`config.mk`:
```
export PLATFORM = sky130hd
export DESIGN_NAME = afh_port
export DESIGN_NICKNAME = d
export VERILOG_FILES = /design/src/rtl/afh_pkg.sv /design/src/rtl/afh_rx_pop.sv /design/src/rtl/afh_wait_timer.sv /design/src/rtl/afh_port.sv
export SDC_FILE = /design/constraint.sdc
export NUM_CORES = 1
export LEC_CHECK = 0
export BUFFER_PORTS_ARGS = -buffer_cell sky130_fd_sc_hd__buf_2
export CORE_AREA = 10 10 244 246
export CTS_CLUSTER_DIAMETER = 150
export DETAILED_ROUTE_END_ITERATION = 8
export DIE_AREA = 0 0 254 256
export MAX_ROUTING_LAYER = met4
export SLEW_MARGIN = 10
export SYNTH_ARGS = -nofsm -noshare
export SYNTH_HDL_FRONTEND = slang
export SYNTH_SLANG_ARGS = --single-unit
```
`constraint.sdc`:
```
create_clock -name clk_i -period 5.7 [get_ports clk_i]
set_clock_uncertainty 0.15 [all_clocks]
set_input_delay 1.425 -clock clk_i [delete_from_list [all_inputs] [get_ports clk_i]]
set_output_delay 1.425 -clock clk_i [all_outputs]
set_load 0.005 [all_outputs]
```
`src/rtl/afh_pkg.sv`:
```
/*
 package for the host access port to the async transmit queues and receive fifos.
 assumes classic wishbone with 32-bit data, byte addresses, one clock.
*/
package afh_pkg;
	localparam int AFH_AW = 8;
	localparam int AFH_DW = 32;
	// register byte offsets
	localparam logic [7:0] AFH_TIMER_SELECT_CTRL = 8'h60;
	localparam logic [7:0] AFH_TIMER_OFFSET_LOW_STATUS = 8'h68;
	localparam logic [7:0] AFH_TIMER_PACKET_STATUS = 8'h6c;
	localparam logic [7:0] AFH_TX_HEAD_QUADLET_WRITE = 8'h70;
	localparam logic [7:0] AFH_TX_BODY_QUADLET_WRITE = 8'h74;
	localparam logic [7:0] AFH_TX_TAIL_QUADLET_WRITE = 8'h78;
	localparam logic [7:0] AFH_ASYNC_RX_POP = 8'h80;
	localparam logic [7:0] AFH_MGMT_RX_POP = 8'h84;
	localparam logic [7:0] AFH_CMD_RX_POP = 8'h88;
	localparam logic [7:0] AFH_ROM_SIZE_CONTROL = 8'h8c;
	// reset values
	localparam logic [31:0] AFH_RESET_WORD = 32'h0000_0000;
	localparam logic [3:0] AFH_TIMER_SELECT_RESET = 4'h0;
	// timer_select codes
	localparam logic [3:0] AFH_TMR_DATA_TX = 4'h0;
	localparam logic [3:0] AFH_TMR_DATA_RX = 4'h1;
	localparam logic [3:0] AFH_TMR_MGMT = 4'h2;
	localparam logic [3:0] AFH_TMR_CMD = 4'h4;
	localparam logic [3:0] AFH_TMR_AUTORESP = 4'h6;
	// fields, given as lsb-numbered positions (doc bit n is lsb bit 31-n)
	localparam int AFH_TCODE_LSB = 28;
	localparam int AFH_SPEED_LSB = 26;
	localparam int AFH_TLABEL_LSB = 20;
	localparam int AFH_RETRY_LSB = 16;
	localparam int AFH_WAIT_LSB = 0;
	localparam int AFH_AR_BYTES_LSB = 16;
	localparam int AFH_TOTAL_BYTES_LSB = 0;
	localparam int AFH_TSEL_LSB = 4;
	localparam int AFH_HOLD_BIT = 2;
	localparam int AFH_RELEASE_BIT = 1;
	// transmit queue codes
	localparam logic [1:0] AFH_Q_ASYNC = 2'h0;
	localparam logic [1:0] AFH_Q_MGMT = 2'h1;
	localparam logic [1:0] AFH_Q_CMD = 2'h2;
	// tcode values that steer a head quadlet; labels in the top range go to the command queue
	localparam logic [3:0] AFH_TCODE_PHY = 4'he;
	localparam logic [5:0] AFH_CMD_LABEL_MIN = 6'h30;
	localparam int AFH_RXQ = 3;
	typedef enum logic [1:0] {AFH_IDLE, AFH_ACK} afh_bus_e;
endpackage

```
`src/rtl/afh_rx_pop.sv`:
```
/*
 one receive fifo read port: pops on request, repeats the last quadlet when empty.
 assumes the fifo shows head data while not empty and pops on pop_o.
*/
`timescale 1ns/1ps
module afh_rx_pop (
	// clock and reset
	input wire logic clk_i,
	input wire logic rst_i,
	input wire logic bus_reset_i,
	// fifo side
	input wire logic [31:0] fifo_data_i,
	input wire logic fifo_empty_i,
	output logic pop_o,
	// register side
	input wire logic read_i,
	output logic [31:0] quadlet_o
);
	import afh_pkg::*;
	assign pop_o = read_i && !fifo_empty_i;
	// empty keeps the stale value so software sees the last good quadlet
	always_ff @(posedge clk_i) begin
		if (rst_i || bus_reset_i) begin
			quadlet_o <= AFH_RESET_WORD;
		end else if (pop_o) begin
			quadlet_o <= fifo_data_i;
		end
	end
endmodule // afh_rx_pop

```
`src/rtl/afh_wait_timer.sv`:
```
/*
 response wait timer of one transaction: counts cycle-start packets while waiting.
 assumes start and cycle_start are single-cycle pulses on clk_i.
*/
`timescale 1ns/1ps
module afh_wait_timer (
	// clock and reset
	input wire logic clk_i,
	input wire logic rst_i,
	input wire logic bus_reset_i,
	// events
	input wire logic start_i,
	input wire logic waiting_i,
	input wire logic cycle_start_i,
	// count
	output logic [15:0] count_o
);
	import afh_pkg::*;
	// restart wins; count holds after the wait ends so the last period stays readable
	always_ff @(posedge clk_i) begin
		if (rst_i || bus_reset_i || start_i) begin
			count_o <= 16'h0000;
		end else if (waiting_i && cycle_start_i) begin
			count_o <= count_o + 16'h0001;
		end
	end
endmodule // afh_wait_timer

```
`src/rtl/afh_port.sv`:
```
/*
 host access port: transmit quadlet writes, receive fifo pops, timer status, rom size.
 assumes classic wishbone master on clk_i (40 MHz) and link logic on the same clock.
*/
// Operation
// - status word two returns low destination offset of the selected timer's packet.
// - status word three holds tcode in bits 0-3, speed in 4-5.
// - status word three holds tlabel in bits 6-11, retry limit in 12-15.
// - bits 16-31 hold response wait timer, counting cycle-start packets.
// - head write pushes into a transmit queue chosen by tlabel and tcode.
// - body write appends to the queue chosen by the last head write.
// - tail write appends the last quadlet to that same queue.
// - write and pop registers reset to zero and clear on bus reset.
// - async receive pop returns next quadlet, or last valid when empty.
// - management receive pop returns next quadlet, or last valid when empty.
// - command receive pop returns next quadlet, or last valid when empty.
// - rom size register resets to zero and survives bus reset.
// - bits 6-15 hold autoresponse rom bytes; host keeps it below 228h.
// - bits 21-31 hold total rom bytes; host keeps it below 400h.
// - timer select picks data tx, data rx, mgmt, cmd or autoresponse.
`timescale 1ns/1ps
module afh_port (
	// clock and reset
	input wire logic clk_i,
	input wire logic rst_i,
	input wire logic bus_reset_i,
	// wishbone slave
	input wire logic cyc_i,
	input wire logic stb_i,
	input wire logic we_i,
	input wire logic [afh_pkg::AFH_AW-1:0] adr_i,
	input wire logic [3:0] sel_i,
	input wire logic [afh_pkg::AFH_DW-1:0] dat_i,
	output logic [afh_pkg::AFH_DW-1:0] dat_o,
	output logic ack_o,
	// transmit queue pushes
	output logic [31:0] tx_data_o,
	output logic [2:0] tx_push_o,
	output logic tx_last_o,
	output logic hold_transmit_o,
	output logic release_transmit_o,
	// receive fifos, index 0 async, 1 mgmt, 2 cmd
	input wire logic [31:0] rx_data_i [afh_pkg::AFH_RXQ],
	input wire logic [2:0] rx_empty_i,
	output logic [2:0] rx_pop_o,
	// transaction status per timer, index is the timer_select code
	input wire logic [31:0] tr_offset_low_i [8],
	input wire logic [3:0] tr_tcode_i [8],
	input wire logic [1:0] tr_speed_i [8],
	input wire logic [5:0] tr_tlabel_i [8],
	input wire logic [3:0] tr_retry_i [8],
	input wire logic [7:0] tr_start_i,
	input wire logic [7:0] tr_waiting_i,
	input wire logic cycle_start_i,
	// rom sizes
	output logic [9:0] autoresp_rom_bytes_o,
	output logic [10:0] total_rom_bytes_o
);
	import afh_pkg::*;

	afh_bus_e state;
	logic [3:0] timer_select;
	logic [1:0] head_queue;
	logic [31:0] tx_head_quadlet_write;
	logic [31:0] tx_body_quadlet_write;
	logic [31:0] tx_tail_quadlet_write;
	logic [9:0] autoresp_rom_bytes;
	logic [10:0] total_rom_bytes;
	logic [31:0] rx_quadlet [AFH_RXQ];
	logic [15:0] response_wait_timer [8];
	logic [2:0] rx_read;
	logic req;
	logic wr;
	logic rd;
	logic [31:0] next_dat;

	// bit 0 of a printed field is the msb of the quadlet
	function automatic logic [1:0] pick_queue(input logic [31:0] q);
		logic [3:0] tcode;
		logic [5:0] tlabel;
		// same lsb positions as the status word, so steering and status agree
		tcode = q[AFH_TCODE_LSB+:4];
		tlabel = q[AFH_TLABEL_LSB+:6];
		if (tcode == AFH_TCODE_PHY) begin
			pick_queue = AFH_Q_MGMT;
		end else if (tlabel >= AFH_CMD_LABEL_MIN) begin
			pick_queue = AFH_Q_CMD;
		end else begin
			pick_queue = AFH_Q_ASYNC;
		end
	endfunction

	function automatic logic [2:0] queue_onehot(input logic [1:0] q);
		queue_onehot = 3'b001 << q;
	endfunction

	// one wait state: ack the cycle after the request is seen, drop it next
	assign req = cyc_i && stb_i && (state == AFH_IDLE);
	assign wr = req && we_i;
	assign rd = req && !we_i;

	always_ff @(posedge clk_i) begin
		if (rst_i) begin
			state <= AFH_IDLE;
		end else begin
			case (state)
				AFH_IDLE: if (cyc_i && stb_i) state <= AFH_ACK;
				AFH_ACK: state <= AFH_IDLE;
				default: state <= AFH_IDLE;
			endcase
		end
	end
	assign ack_o = (state == AFH_ACK);

	// timer select, hold and release controls
	always_ff @(posedge clk_i) begin
		if (rst_i || bus_reset_i) begin
			timer_select <= AFH_TIMER_SELECT_RESET;
			hold_transmit_o <= 1'b0;
			release_transmit_o <= 1'b0;
		end else begin
			hold_transmit_o <= 1'b0;
			release_transmit_o <= 1'b0;
			if (wr && adr_i == AFH_TIMER_SELECT_CTRL && sel_i == 4'hf) begin
				timer_select <= dat_i[AFH_TSEL_LSB+:4];
				// both set: release wins and the hold is dropped
				hold_transmit_o <= dat_i[AFH_HOLD_BIT] && !dat_i[AFH_RELEASE_BIT];
				release_transmit_o <= dat_i[AFH_RELEASE_BIT];
			end
		end
	end

	// transmit quadlet registers and queue steering
	always_ff @(posedge clk_i) begin
		if (rst_i || bus_reset_i) begin
			tx_head_quadlet_write <= AFH_RESET_WORD;
			tx_body_quadlet_write <= AFH_RESET_WORD;
			tx_tail_quadlet_write <= AFH_RESET_WORD;
			head_queue <= AFH_Q_ASYNC;
			tx_data_o <= AFH_RESET_WORD;
			tx_push_o <= 3'b000;
			tx_last_o <= 1'b0;
		end else begin
			tx_push_o <= 3'b000;
			tx_last_o <= 1'b0;
			if (wr) begin
				case (adr_i)
					AFH_TX_HEAD_QUADLET_WRITE: begin
						tx_head_quadlet_write <= dat_i;
						head_queue <= pick_queue(dat_i);
						tx_data_o <= dat_i;
						tx_push_o <= queue_onehot(pick_queue(dat_i));
					end
					AFH_TX_BODY_QUADLET_WRITE: begin
						tx_body_quadlet_write <= dat_i;
						tx_data_o <= dat_i;
						tx_push_o <= queue_onehot(head_queue);
					end
					AFH_TX_TAIL_QUADLET_WRITE: begin
						tx_tail_quadlet_write <= dat_i;
						tx_data_o <= dat_i;
						tx_push_o <= queue_onehot(head_queue);
						tx_last_o <= 1'b1;
					end
					default: ;
				endcase
			end
		end
	end

	// rom size register: only full quadlet writes land, kept over bus reset
	always_ff @(posedge clk_i) begin
		if (rst_i) begin
			autoresp_rom_bytes <= 10'h000;
			total_rom_bytes <= 11'h000;
		end else if (wr && adr_i == AFH_ROM_SIZE_CONTROL && sel_i == 4'hf) begin
			autoresp_rom_bytes <= dat_i[AFH_AR_BYTES_LSB+:10];
			total_rom_bytes <= dat_i[AFH_TOTAL_BYTES_LSB+:11];
		end
	end
	assign autoresp_rom_bytes_o = autoresp_rom_bytes;
	assign total_rom_bytes_o = total_rom_bytes;

	// receive pops, one port per fifo
	assign rx_read[0] = rd && adr_i == AFH_ASYNC_RX_POP;
	assign rx_read[1] = rd && adr_i == AFH_MGMT_RX_POP;
	assign rx_read[2] = rd && adr_i == AFH_CMD_RX_POP;

	genvar gi;
	generate
		for (gi = 0; gi < AFH_RXQ; gi++) begin : g_rx
			afh_rx_pop u_pop (
				.clk_i(clk_i),
				.rst_i(rst_i),
				.bus_reset_i(bus_reset_i),
				.fifo_data_i(rx_data_i[gi]),
				.fifo_empty_i(rx_empty_i[gi]),
				.pop_o(rx_pop_o[gi]),
				.read_i(rx_read[gi]),
				.quadlet_o(rx_quadlet[gi])
			);
		end
		for (gi = 0; gi < 8; gi++) begin : g_tmr
			afh_wait_timer u_tmr (
				.clk_i(clk_i),
				.rst_i(rst_i),
				.bus_reset_i(bus_reset_i),
				.start_i(tr_start_i[gi]),
				.waiting_i(tr_waiting_i[gi]),
				.cycle_start_i(cycle_start_i),
				.count_o(response_wait_timer[gi])
			);
		end
	endgenerate

	// read mux; pop data is the value after the pop, so it is sampled on ack
	always_comb begin
		next_dat = AFH_RESET_WORD;
		case (adr_i)
			AFH_TIMER_SELECT_CTRL: next_dat[AFH_TSEL_LSB+:4] = timer_select;
			AFH_TIMER_OFFSET_LOW_STATUS: next_dat = tr_offset_low_i[timer_select[2:0]];
			AFH_TIMER_PACKET_STATUS: begin
				next_dat[AFH_TCODE_LSB+:4] = tr_tcode_i[timer_select[2:0]];
				next_dat[AFH_SPEED_LSB+:2] = tr_speed_i[timer_select[2:0]];
				next_dat[AFH_TLABEL_LSB+:6] = tr_tlabel_i[timer_select[2:0]];
				next_dat[AFH_RETRY_LSB+:4] = tr_retry_i[timer_select[2:0]];
				next_dat[AFH_WAIT_LSB+:16] = response_wait_timer[timer_select[2:0]];
			end
			AFH_ASYNC_RX_POP: next_dat = rx_quadlet[0];
			AFH_MGMT_RX_POP: next_dat = rx_quadlet[1];
			AFH_CMD_RX_POP: next_dat = rx_quadlet[2];
			AFH_ROM_SIZE_CONTROL: begin
				next_dat[AFH_AR_BYTES_LSB+:10] = autoresp_rom_bytes;
				next_dat[AFH_TOTAL_BYTES_LSB+:11] = total_rom_bytes;
			end
			default: next_dat = AFH_RESET_WORD;
		endcase
		// reserved timer codes read as zero status
		if ((adr_i == AFH_TIMER_OFFSET_LOW_STATUS || adr_i == AFH_TIMER_PACKET_STATUS) &&
			(timer_select == 4'h3 || timer_select == 4'h5 || timer_select[3] || timer_select == 4'h7)) begin
			next_dat = AFH_RESET_WORD;
		end
	end
	assign dat_o = ack_o ? next_dat : AFH_RESET_WORD;
endmodule // afh_port

```
==> implementation parameters, run 1 <==
Parameter                              Value

Outcome
  Run status    completed

Timing
  Maximum clock frequency    185 MHz
  Minimum setup slack in the final design    0.309 ns
  Worst-case headroom to the max-slew limit    25.6%
  RSZ-0062 raised after global routing    no
  Final count of hold timing violations    0
  Final max-slew violation count    0
  Period minus WS final    5.39 ns
  Summed negative setup slack over all endpoints    0 ns
  Post-route fraction of the period consumed by the critical path    94.6%
  Setup violation total in the final timing report    0
  Worst-margin pin slew    1.12 ns

Setup path
  Terminus of the critical flop-to-flop path    tx_push_o[1]
  Worst R2R Start    state[0]
  Length in cells of the worst reg-to-reg path    4
  CP arrival    between 3 and 4 ns
  Largest fanout on the critical path    7
  Kind of critical path    in2out
  Element type at the critical path end    output port
  Required time at the worst-slack endpoint    between 4 and 5 ns
  Worst setup slack for register-to-register paths    2.85 ns
  Crit path launch type    input pin

Cells and area
  Commonest cells after routing, fill and taps aside    sky130_fd_sc_hd__buf_2 (643), sky130_fd_sc_hd__dfxtp_1 (287), sky130_fd_sc_hd__nand2_1 (224)
  Share of post-route cells with drive strength above 1    37.8%
  Fin area    around 22000 um^2
  Post-synthesis to final-layout area growth    30.3%
  Most common cell after layout, fill and taps aside    sky130_fd_sc_hd__buf_2
  Nets    2927
  Number of fill cells    5552

Clock network
  Hold-fix buffer count after cts    0
  Number of CTS-inserted buffers    35
  Post-cts sizing count    0
  Root Buffer    sky130_fd_sc_hd__clkbuf_16
  Clock tree buffer depth    3
  Clock insertion delay at the later pin of the skew report    about 0.55 ns
  Number of H-tree levels    2
  Buffers inserted by post-CTS timing repair    0
  Clock tree from TritonCTS    done
  Clk sinks    290
  Clock edge transition at the registers on the reported setup and hold paths    0.06 ns

Power
  P per Cell Area    ~210 nW/um^2
  VDD IR-drop max    0.139 mV
  Leakage    0.00803 uW

Logic synthesis
  Syn nets    2342
  Synth Register Bits    290
  Prevailing post-synth register cell    sky130_fd_sc_hd__dfxtp_1
  EDFF count, synth    0
  Mean instance size in the synthesized netlist    9.46 um^2
  Post-Synthesis Cell Area    about 17000 um^2
  Share of synthesized area occupied by flip-flops and latches    34.4%
  Post-synth cell types    63
  Number of standard cells after synthesis    between 1500 and 2000
  Asr flop ratio synth    0%
  Number of warnings issued by yosys    0

Route
  Sum of routed wire length over all layers    85400 um
  Count of antenna-violating nets left after detailed routing    0
  Vias after detailed routing    17300
  DRT iter0 DRCs    1565
  DRC violations left    0
  Post-DR wirelength/cell    27.4 um
  Vias per cell    about 5.6
  Count of TritonRoute iterations in the first routing pass    6

Floorplan
  Die extent in y    256 um
  Row cnt    86
  Initial Util    30.9%
  Io pins    645
  Die X    254 um
  Area of the die    65000 um^2
  Core area    ~55000 um^2

Global routing
  Number of antenna violations at the first check in global routing    24
  First-pass GRT wire length    121000 um
  Overflow after GRT    0
  Overall fraction of global-route tracks in use    ~26%
  Maximum number of pins on one net before global-route repair    between 80 and 90
  Vias in the first global route    approximately 17000

Placed design
  Routability Congestion    0.998
  Total cell area at the placement stage    around 21000 um^2
  Post-Place Setup Slack    0.362 ns
  Count of port buffers added during placement    644
  Post-DP HPWL    70200 um

Flow run
  Max-cap violation count    0

Worst hold path
  Cell depth of the worst hold path    2
  Hold Path End    tx_data_o[24]
  Worst min-delay path startpoint    tx_data_o[24]
  Hold Path Class    reg2reg
where the power goes:
group | switching [uW] | internal, uW
clock | 916 | 1260
sequential | 2.31 | 2030
combinational | 209 | 212
metrics by stage:
| stage | std cells | hold WS, ns | total power, uW | utilization [%] |
|---|---|---|---|---|
| floorplan | 1784 | 0.283 | 2210 | - |
| global placement | 3036 | 0.289 | 2480 | 38.1 |
| detailed placement | 3036 | 0.294 | 2490 | 38.1 |
| CTS | 3096 | 0.302 | 4660 | 40.1 |
| global route | 3107 | 0.315 | 4760 | 40.2 |
| finish | 3113 | 0.300 | 4630 | 40.2 |
how the worst max path moves through the flow:
stage              from        end  slack, ns
3_5_place_dp   adr_i[4]   dat_o[1]       0.36
3_3_place_gp   adr_i[7]   dat_o[1]       0.40
6_report       adr_i[4]   dat_o[1]       0.31
5_1_grt        adr_i[4]   dat_o[1]       0.23
4_1_cts        adr_i[4]   dat_o[1]       0.36
2_1_floorplan  adr_i[5]  dat_o[22]       1.15
critical path, stage by stage:
cell,delay [ns]
sky130_fd_sc_hd__buf_2,0.15
sky130_fd_sc_hd__nand4bb_1,0.27
sky130_fd_sc_hd__nor4b_1,0.62
sky130_fd_sc_hd__nand3_1,0.58
sky130_fd_sc_hd__o221ai_1,0.55
sky130_fd_sc_hd__buf_2,0.20
synth_stat cells, types with 26 or more instances:
library cell               number  area share [%]
sky130_fd_sc_hd__dfxtp_1      290              34
sky130_fd_sc_hd__nand2_1      224             5.0
sky130_fd_sc_hd__nor2_1       172             3.8
sky130_fd_sc_hd__mux2i_1      140             8.3
sky130_fd_sc_hd__mux4_2       123              16
sky130_fd_sc_hd__a21oi_1      120             3.6
sky130_fd_sc_hd__clkbuf_1      84             1.9
sky130_fd_sc_hd__nand3_1       57             1.7
sky130_fd_sc_hd__nand4_1       53             2.0
sky130_fd_sc_hd__a22oi_1       38             1.7
sky130_fd_sc_hd__xor2_1        38             2.0
sky130_fd_sc_hd__or3_1         36             1.3
sky130_fd_sc_hd__xnor2_1       35             1.8
sky130_fd_sc_hd__or4_1         31             1.4
sky130_fd_sc_hd__buf_2         28            0.83
sky130_fd_sc_hd__o21ai_0       26            0.77
cell type report:
cell class	instances	area [um^2]	area share, %
multi-input combinational	1342	10500	47.8
sequential	290	5810	26.5
timing repair buffer	683	3580	16.3
clock buffer	48	986	4.49
tap	704	881	4.01
clock inverter	12	109	0.495
inverter	17	63.8	0.290
antenna	17	42.5	0.194
registers in the layout, summed over array words and instances, names as in the netlist, 2 cells and up:
signal,cells
timer_select,4
g_rx.u_pop.quadlet_o,96
total_rom_bytes_o,11
g_tmr.u_tmr.count_o,128
head_queue,2
autoresp_rom_bytes_o,10
tx_push_o,3
tx_data_o,32
kinds of logic (layout without fill, tap and decap cells):
logic type | after synthesis | count (layout) | share of synthesized area, %
adder cells (fa/ha/maj) | 8 | 8 | 0.593
other | 0 | 17 | 0
multiplexers | 279 | 279 | 25.8
buffers and inverters | 152 | 760 | 3.92
AND/OR/NAND/NOR | 683 | 683 | 20.1
flip-flops | 290 | 290 | 34.4
XOR/XNOR | 73 | 73 | 3.79
AO/OA/AOI/OAI | 299 | 299 | 11.4
layer usage:
metal | part of all wire, % | track usage (%)
met1 | 39 | 30.1
met2 | 49 | 43.0
met3 | 9.4 | 6.12
met4 | 2.7 | 7.65
met5 | 0 | -
No activity file was read; power rests on OpenSTA's default activity.
==> inputs of run 2 (changes only) <==
- ABC_AREA: default -> 1
- CORE_AREA: 10 10 244 246 -> 10 10 243 245
- DIE_AREA: 0 0 254 256 -> 0 0 253 255
==> implementation parameters, run 2 <==
Parameter                              Value

Placed design
  Count of port buffers added during placement    644
  Post-DP HPWL    75200 um
  Number of cells in the design after placement    4311
  Routability Congestion    0.966

Cells and area
  Largest register by flop count    g_tmr.u_tmr.count_o
  Share of post-route cells with drive strength above 1    23.3%
  Max FFs per register    128
  Most common cell after layout, fill and taps aside    sky130_fd_sc_hd__nand2_1
  Multi-input logic area    between 10000 and 15000 um^2
  Reg area    5820 um^2
  Top flop regs    g_tmr.u_tmr.count_o: 128 flops, g_rx.u_pop.quadlet_o: 96 flops, tx_data_o: 32 flops
  Commonest cells after routing, fill and taps aside    sky130_fd_sc_hd__nand2_1 (690), sky130_fd_sc_hd__buf_2 (644), sky130_fd_sc_hd__nor2_1 (443)
  Post-synthesis to final-layout area growth    25.5%
  Final standard cell count with taps included and fillers excluded    around 4400
  Nets    4203
  Fin util    43.4%
  Number of fill cells    roughly 6100

Logic synthesis
  Most common cell in the netlist    sky130_fd_sc_hd__nand2_1
  Syn nets    3670
  Mean instance size in the synthesized netlist    approximately 6 um^2
  Top cell types by occurrence after synthesis    sky130_fd_sc_hd__nand2_1 (690), sky130_fd_sc_hd__nor2_1 (444), sky130_fd_sc_hd__inv_1 (345)
  Prevailing post-synth register cell    sky130_fd_sc_hd__dfxtp_1
  Cell taking the most area after synthesis    sky130_fd_sc_hd__dfxtp_1
  Post-synth cell types    44
  Post-Synthesis Cell Area    18900 um^2
  Synth Register Bits    290
  Leading cell types by total area after synthesis    sky130_fd_sc_hd__dfxtp_1 (31%), sky130_fd_sc_hd__nand2_1 (14%), sky130_fd_sc_hd__nand3_1 (9.1%)
  EDFF count, synth    0
  Share of synthesized area occupied by flip-flops and latches    between 30% and 40%
  Number of standard cells after synthesis    roughly 3100
  Asr flop ratio synth    0%
  Number of warnings issued by yosys    0
  Proportion of netlist area held by the largest area contributor    between 30% and 40%

Route
  Post-DR wirelength/cell    21.6 um
  Count of antenna-violating nets left after detailed routing    0
  DRT iter0 DRCs    2173
  Vias per cell    around 5.2
  Vias after detailed routing    22800
  DRC violations left    0
  Sum of routed wire length over all layers    95200 um
  Count of TritonRoute iterations in the first routing pass    6

Setup path
  CP arrival    3.32 ns
  Worst R2R Start    state[0]
  Critical path origin    adr_i[7]
  Worst setup slack for register-to-register paths    3.36 ns
  Largest fanout on the critical path    28
  Terminus of the critical flop-to-flop path    g_rx[0].u_pop.quadlet_o[0]
  Element type at the critical path end    output port
  Kind of critical path    in2out
  Required time at the worst-slack endpoint    4.12 ns
  Crit path launch type    input pin
  Length in cells of the worst reg-to-reg path    7

Power
  P per Cell Area    206 nW/um^2
  Leakage    0.0107 uW
  VDD IR-drop max    ~0.18 mV

Floorplan
  Initial Util    34.6%
  Area of the die    64500 um^2
  Io pins    645
  Core area    54400 um^2
  Die X    around 250 um
  Row cnt    86
  Die extent in y    between 200 and 300 um

Global routing
  Maximum number of pins on one net before global-route repair    175
  Overall fraction of global-route tracks in use    28.6%
  First-pass GRT wire length    136000 um
  Vias in the first global route    21100
  Number of antenna violations at the first check in global routing    33
  Overflow after GRT    0

Timing
  Summed negative setup slack over all endpoints    0 ns
  Setup violation total in the final timing report    0
  Worst-case headroom to the max-slew limit    38.9%
  Post-route fraction of the period consumed by the critical path    85.9%
  Period minus WS final    4.89 ns
  Maximum clock frequency    204 MHz
  Final max-slew violation count    0
  Final count of hold timing violations    0
  RSZ-0062 raised after global routing    no
  Worst-margin pin slew    approximately 0.91 ns

Worst hold path
  Hold Path End    tx_data_o[30]
  Worst min-delay path startpoint    tx_data_o[30]
  Cell depth of the worst hold path    2
  Hold Path Class    reg2reg

Clock network
  Buffers inserted by post-CTS timing repair    0
  Clock tree buffer depth    3
  Clock edge transition at the registers on the reported setup and hold paths    0.05 ns
  Clk sinks    just under 300
  Clock insertion delay at the later pin of the skew report    0.56 ns
  Number of H-tree levels    2
  Post-cts sizing count    0
  Clock tree from TritonCTS    done
  Hold-fix buffer count after cts    0
  Number of CTS-inserted buffers    36
  Root Buffer    sky130_fd_sc_hd__clkbuf_16

Outcome
  Run status    completed

Flow run
  Max-cap violation count    0
run 2: worst max path at each step:
stage                     cells after the start  slack (ns)     endpoint
after global placement                        9        0.83    dat_o[10]
after detailed placement                     10        0.80    dat_o[10]
final                                        10        0.81     dat_o[9]
after floorplan                               8        1.65  rx_pop_o[2]
after global routing                         10        0.72    dat_o[10]
after CTS                                    10        0.79    dat_o[10]
run 2: critical path: stages:
cell	delay [ns]
sky130_fd_sc_hd__buf_2	0.10
sky130_fd_sc_hd__nor2_1	0.13
sky130_fd_sc_hd__nand2_1	0.29
sky130_fd_sc_hd__nor2_4	0.30
sky130_fd_sc_hd__buf_4	0.46
sky130_fd_sc_hd__nand3_1	0.18
sky130_fd_sc_hd__nand3_1	0.12
sky130_fd_sc_hd__nand2_1	0.09
sky130_fd_sc_hd__inv_1	0.10
sky130_fd_sc_hd__buf_2	0.12
run 2: stage by stage:
stage / power (uW) / setup slack, ns / area [um^2] / hold slack (ns)
after floorplan: 2230 / 1.65 / 18900 / 0.289
after global placement: 2500 / 0.832 / 22400 / 0.297
after detailed placement: 2500 / 0.801 / 22400 / 0.300
after CTS: 4910 / 0.794 / 23600 / 0.312
after global routing: 5030 / 0.721 / 23600 / 0.328
final: 4870 / 0.806 / 23700 / 0.309
run 2: final cells by class:
type | count | share of cell area [%]
Sequential cell | 290 | 24.6
Clock inverter | 12 | 0.767
Clock buffer | 50 | 4.42
Tap cell | 704 | 3.72
Timing Repair Buffer | 682 | 14.9
Antenna cell | 29 | 0.307
Inverter | 364 | 5.82
Multi-Input combinational cell | 2271 | 45.4
run 2: logic make-up (layout without fill, tap and decap cells):
family | count (synthesis) | count (layout) | synth area share, %
AND/OR/NAND/NOR | 1675 | 1675 | 38.8
buffers and inverters | 551 | 1108 | 12.3
AO/OA/AOI/OAI | 576 | 576 | 17.0
other | 0 | 29 | 0
flip-flops | 290 | 290 | 30.8
adder cells (fa/ha/maj) | 8 | 8 | 0.531
XOR/XNOR | 12 | 12 | 0.558
run 2: power by group:
| group | internal (uW) | switching [uW] | leakage, uW |
|---|---|---|---|
| sequential | 2030 | 1.87 | 0.00234 |
| clock | 1460 | 950 | 0.000602 |
| combinational | 187 | 243 | 0.00777 |
| total | 3680 | 1200 | 0.0107 |
run 2: routing by layer:
layer	GRT usage (%)	share of wire (%)	vias to the layer above
li1	-	-	11200
met1	35.4	41	10400
met2	46.6	47	1073
met3	5.85	9.1	116
met4	7.79	2.4	0
met5	-	0	-
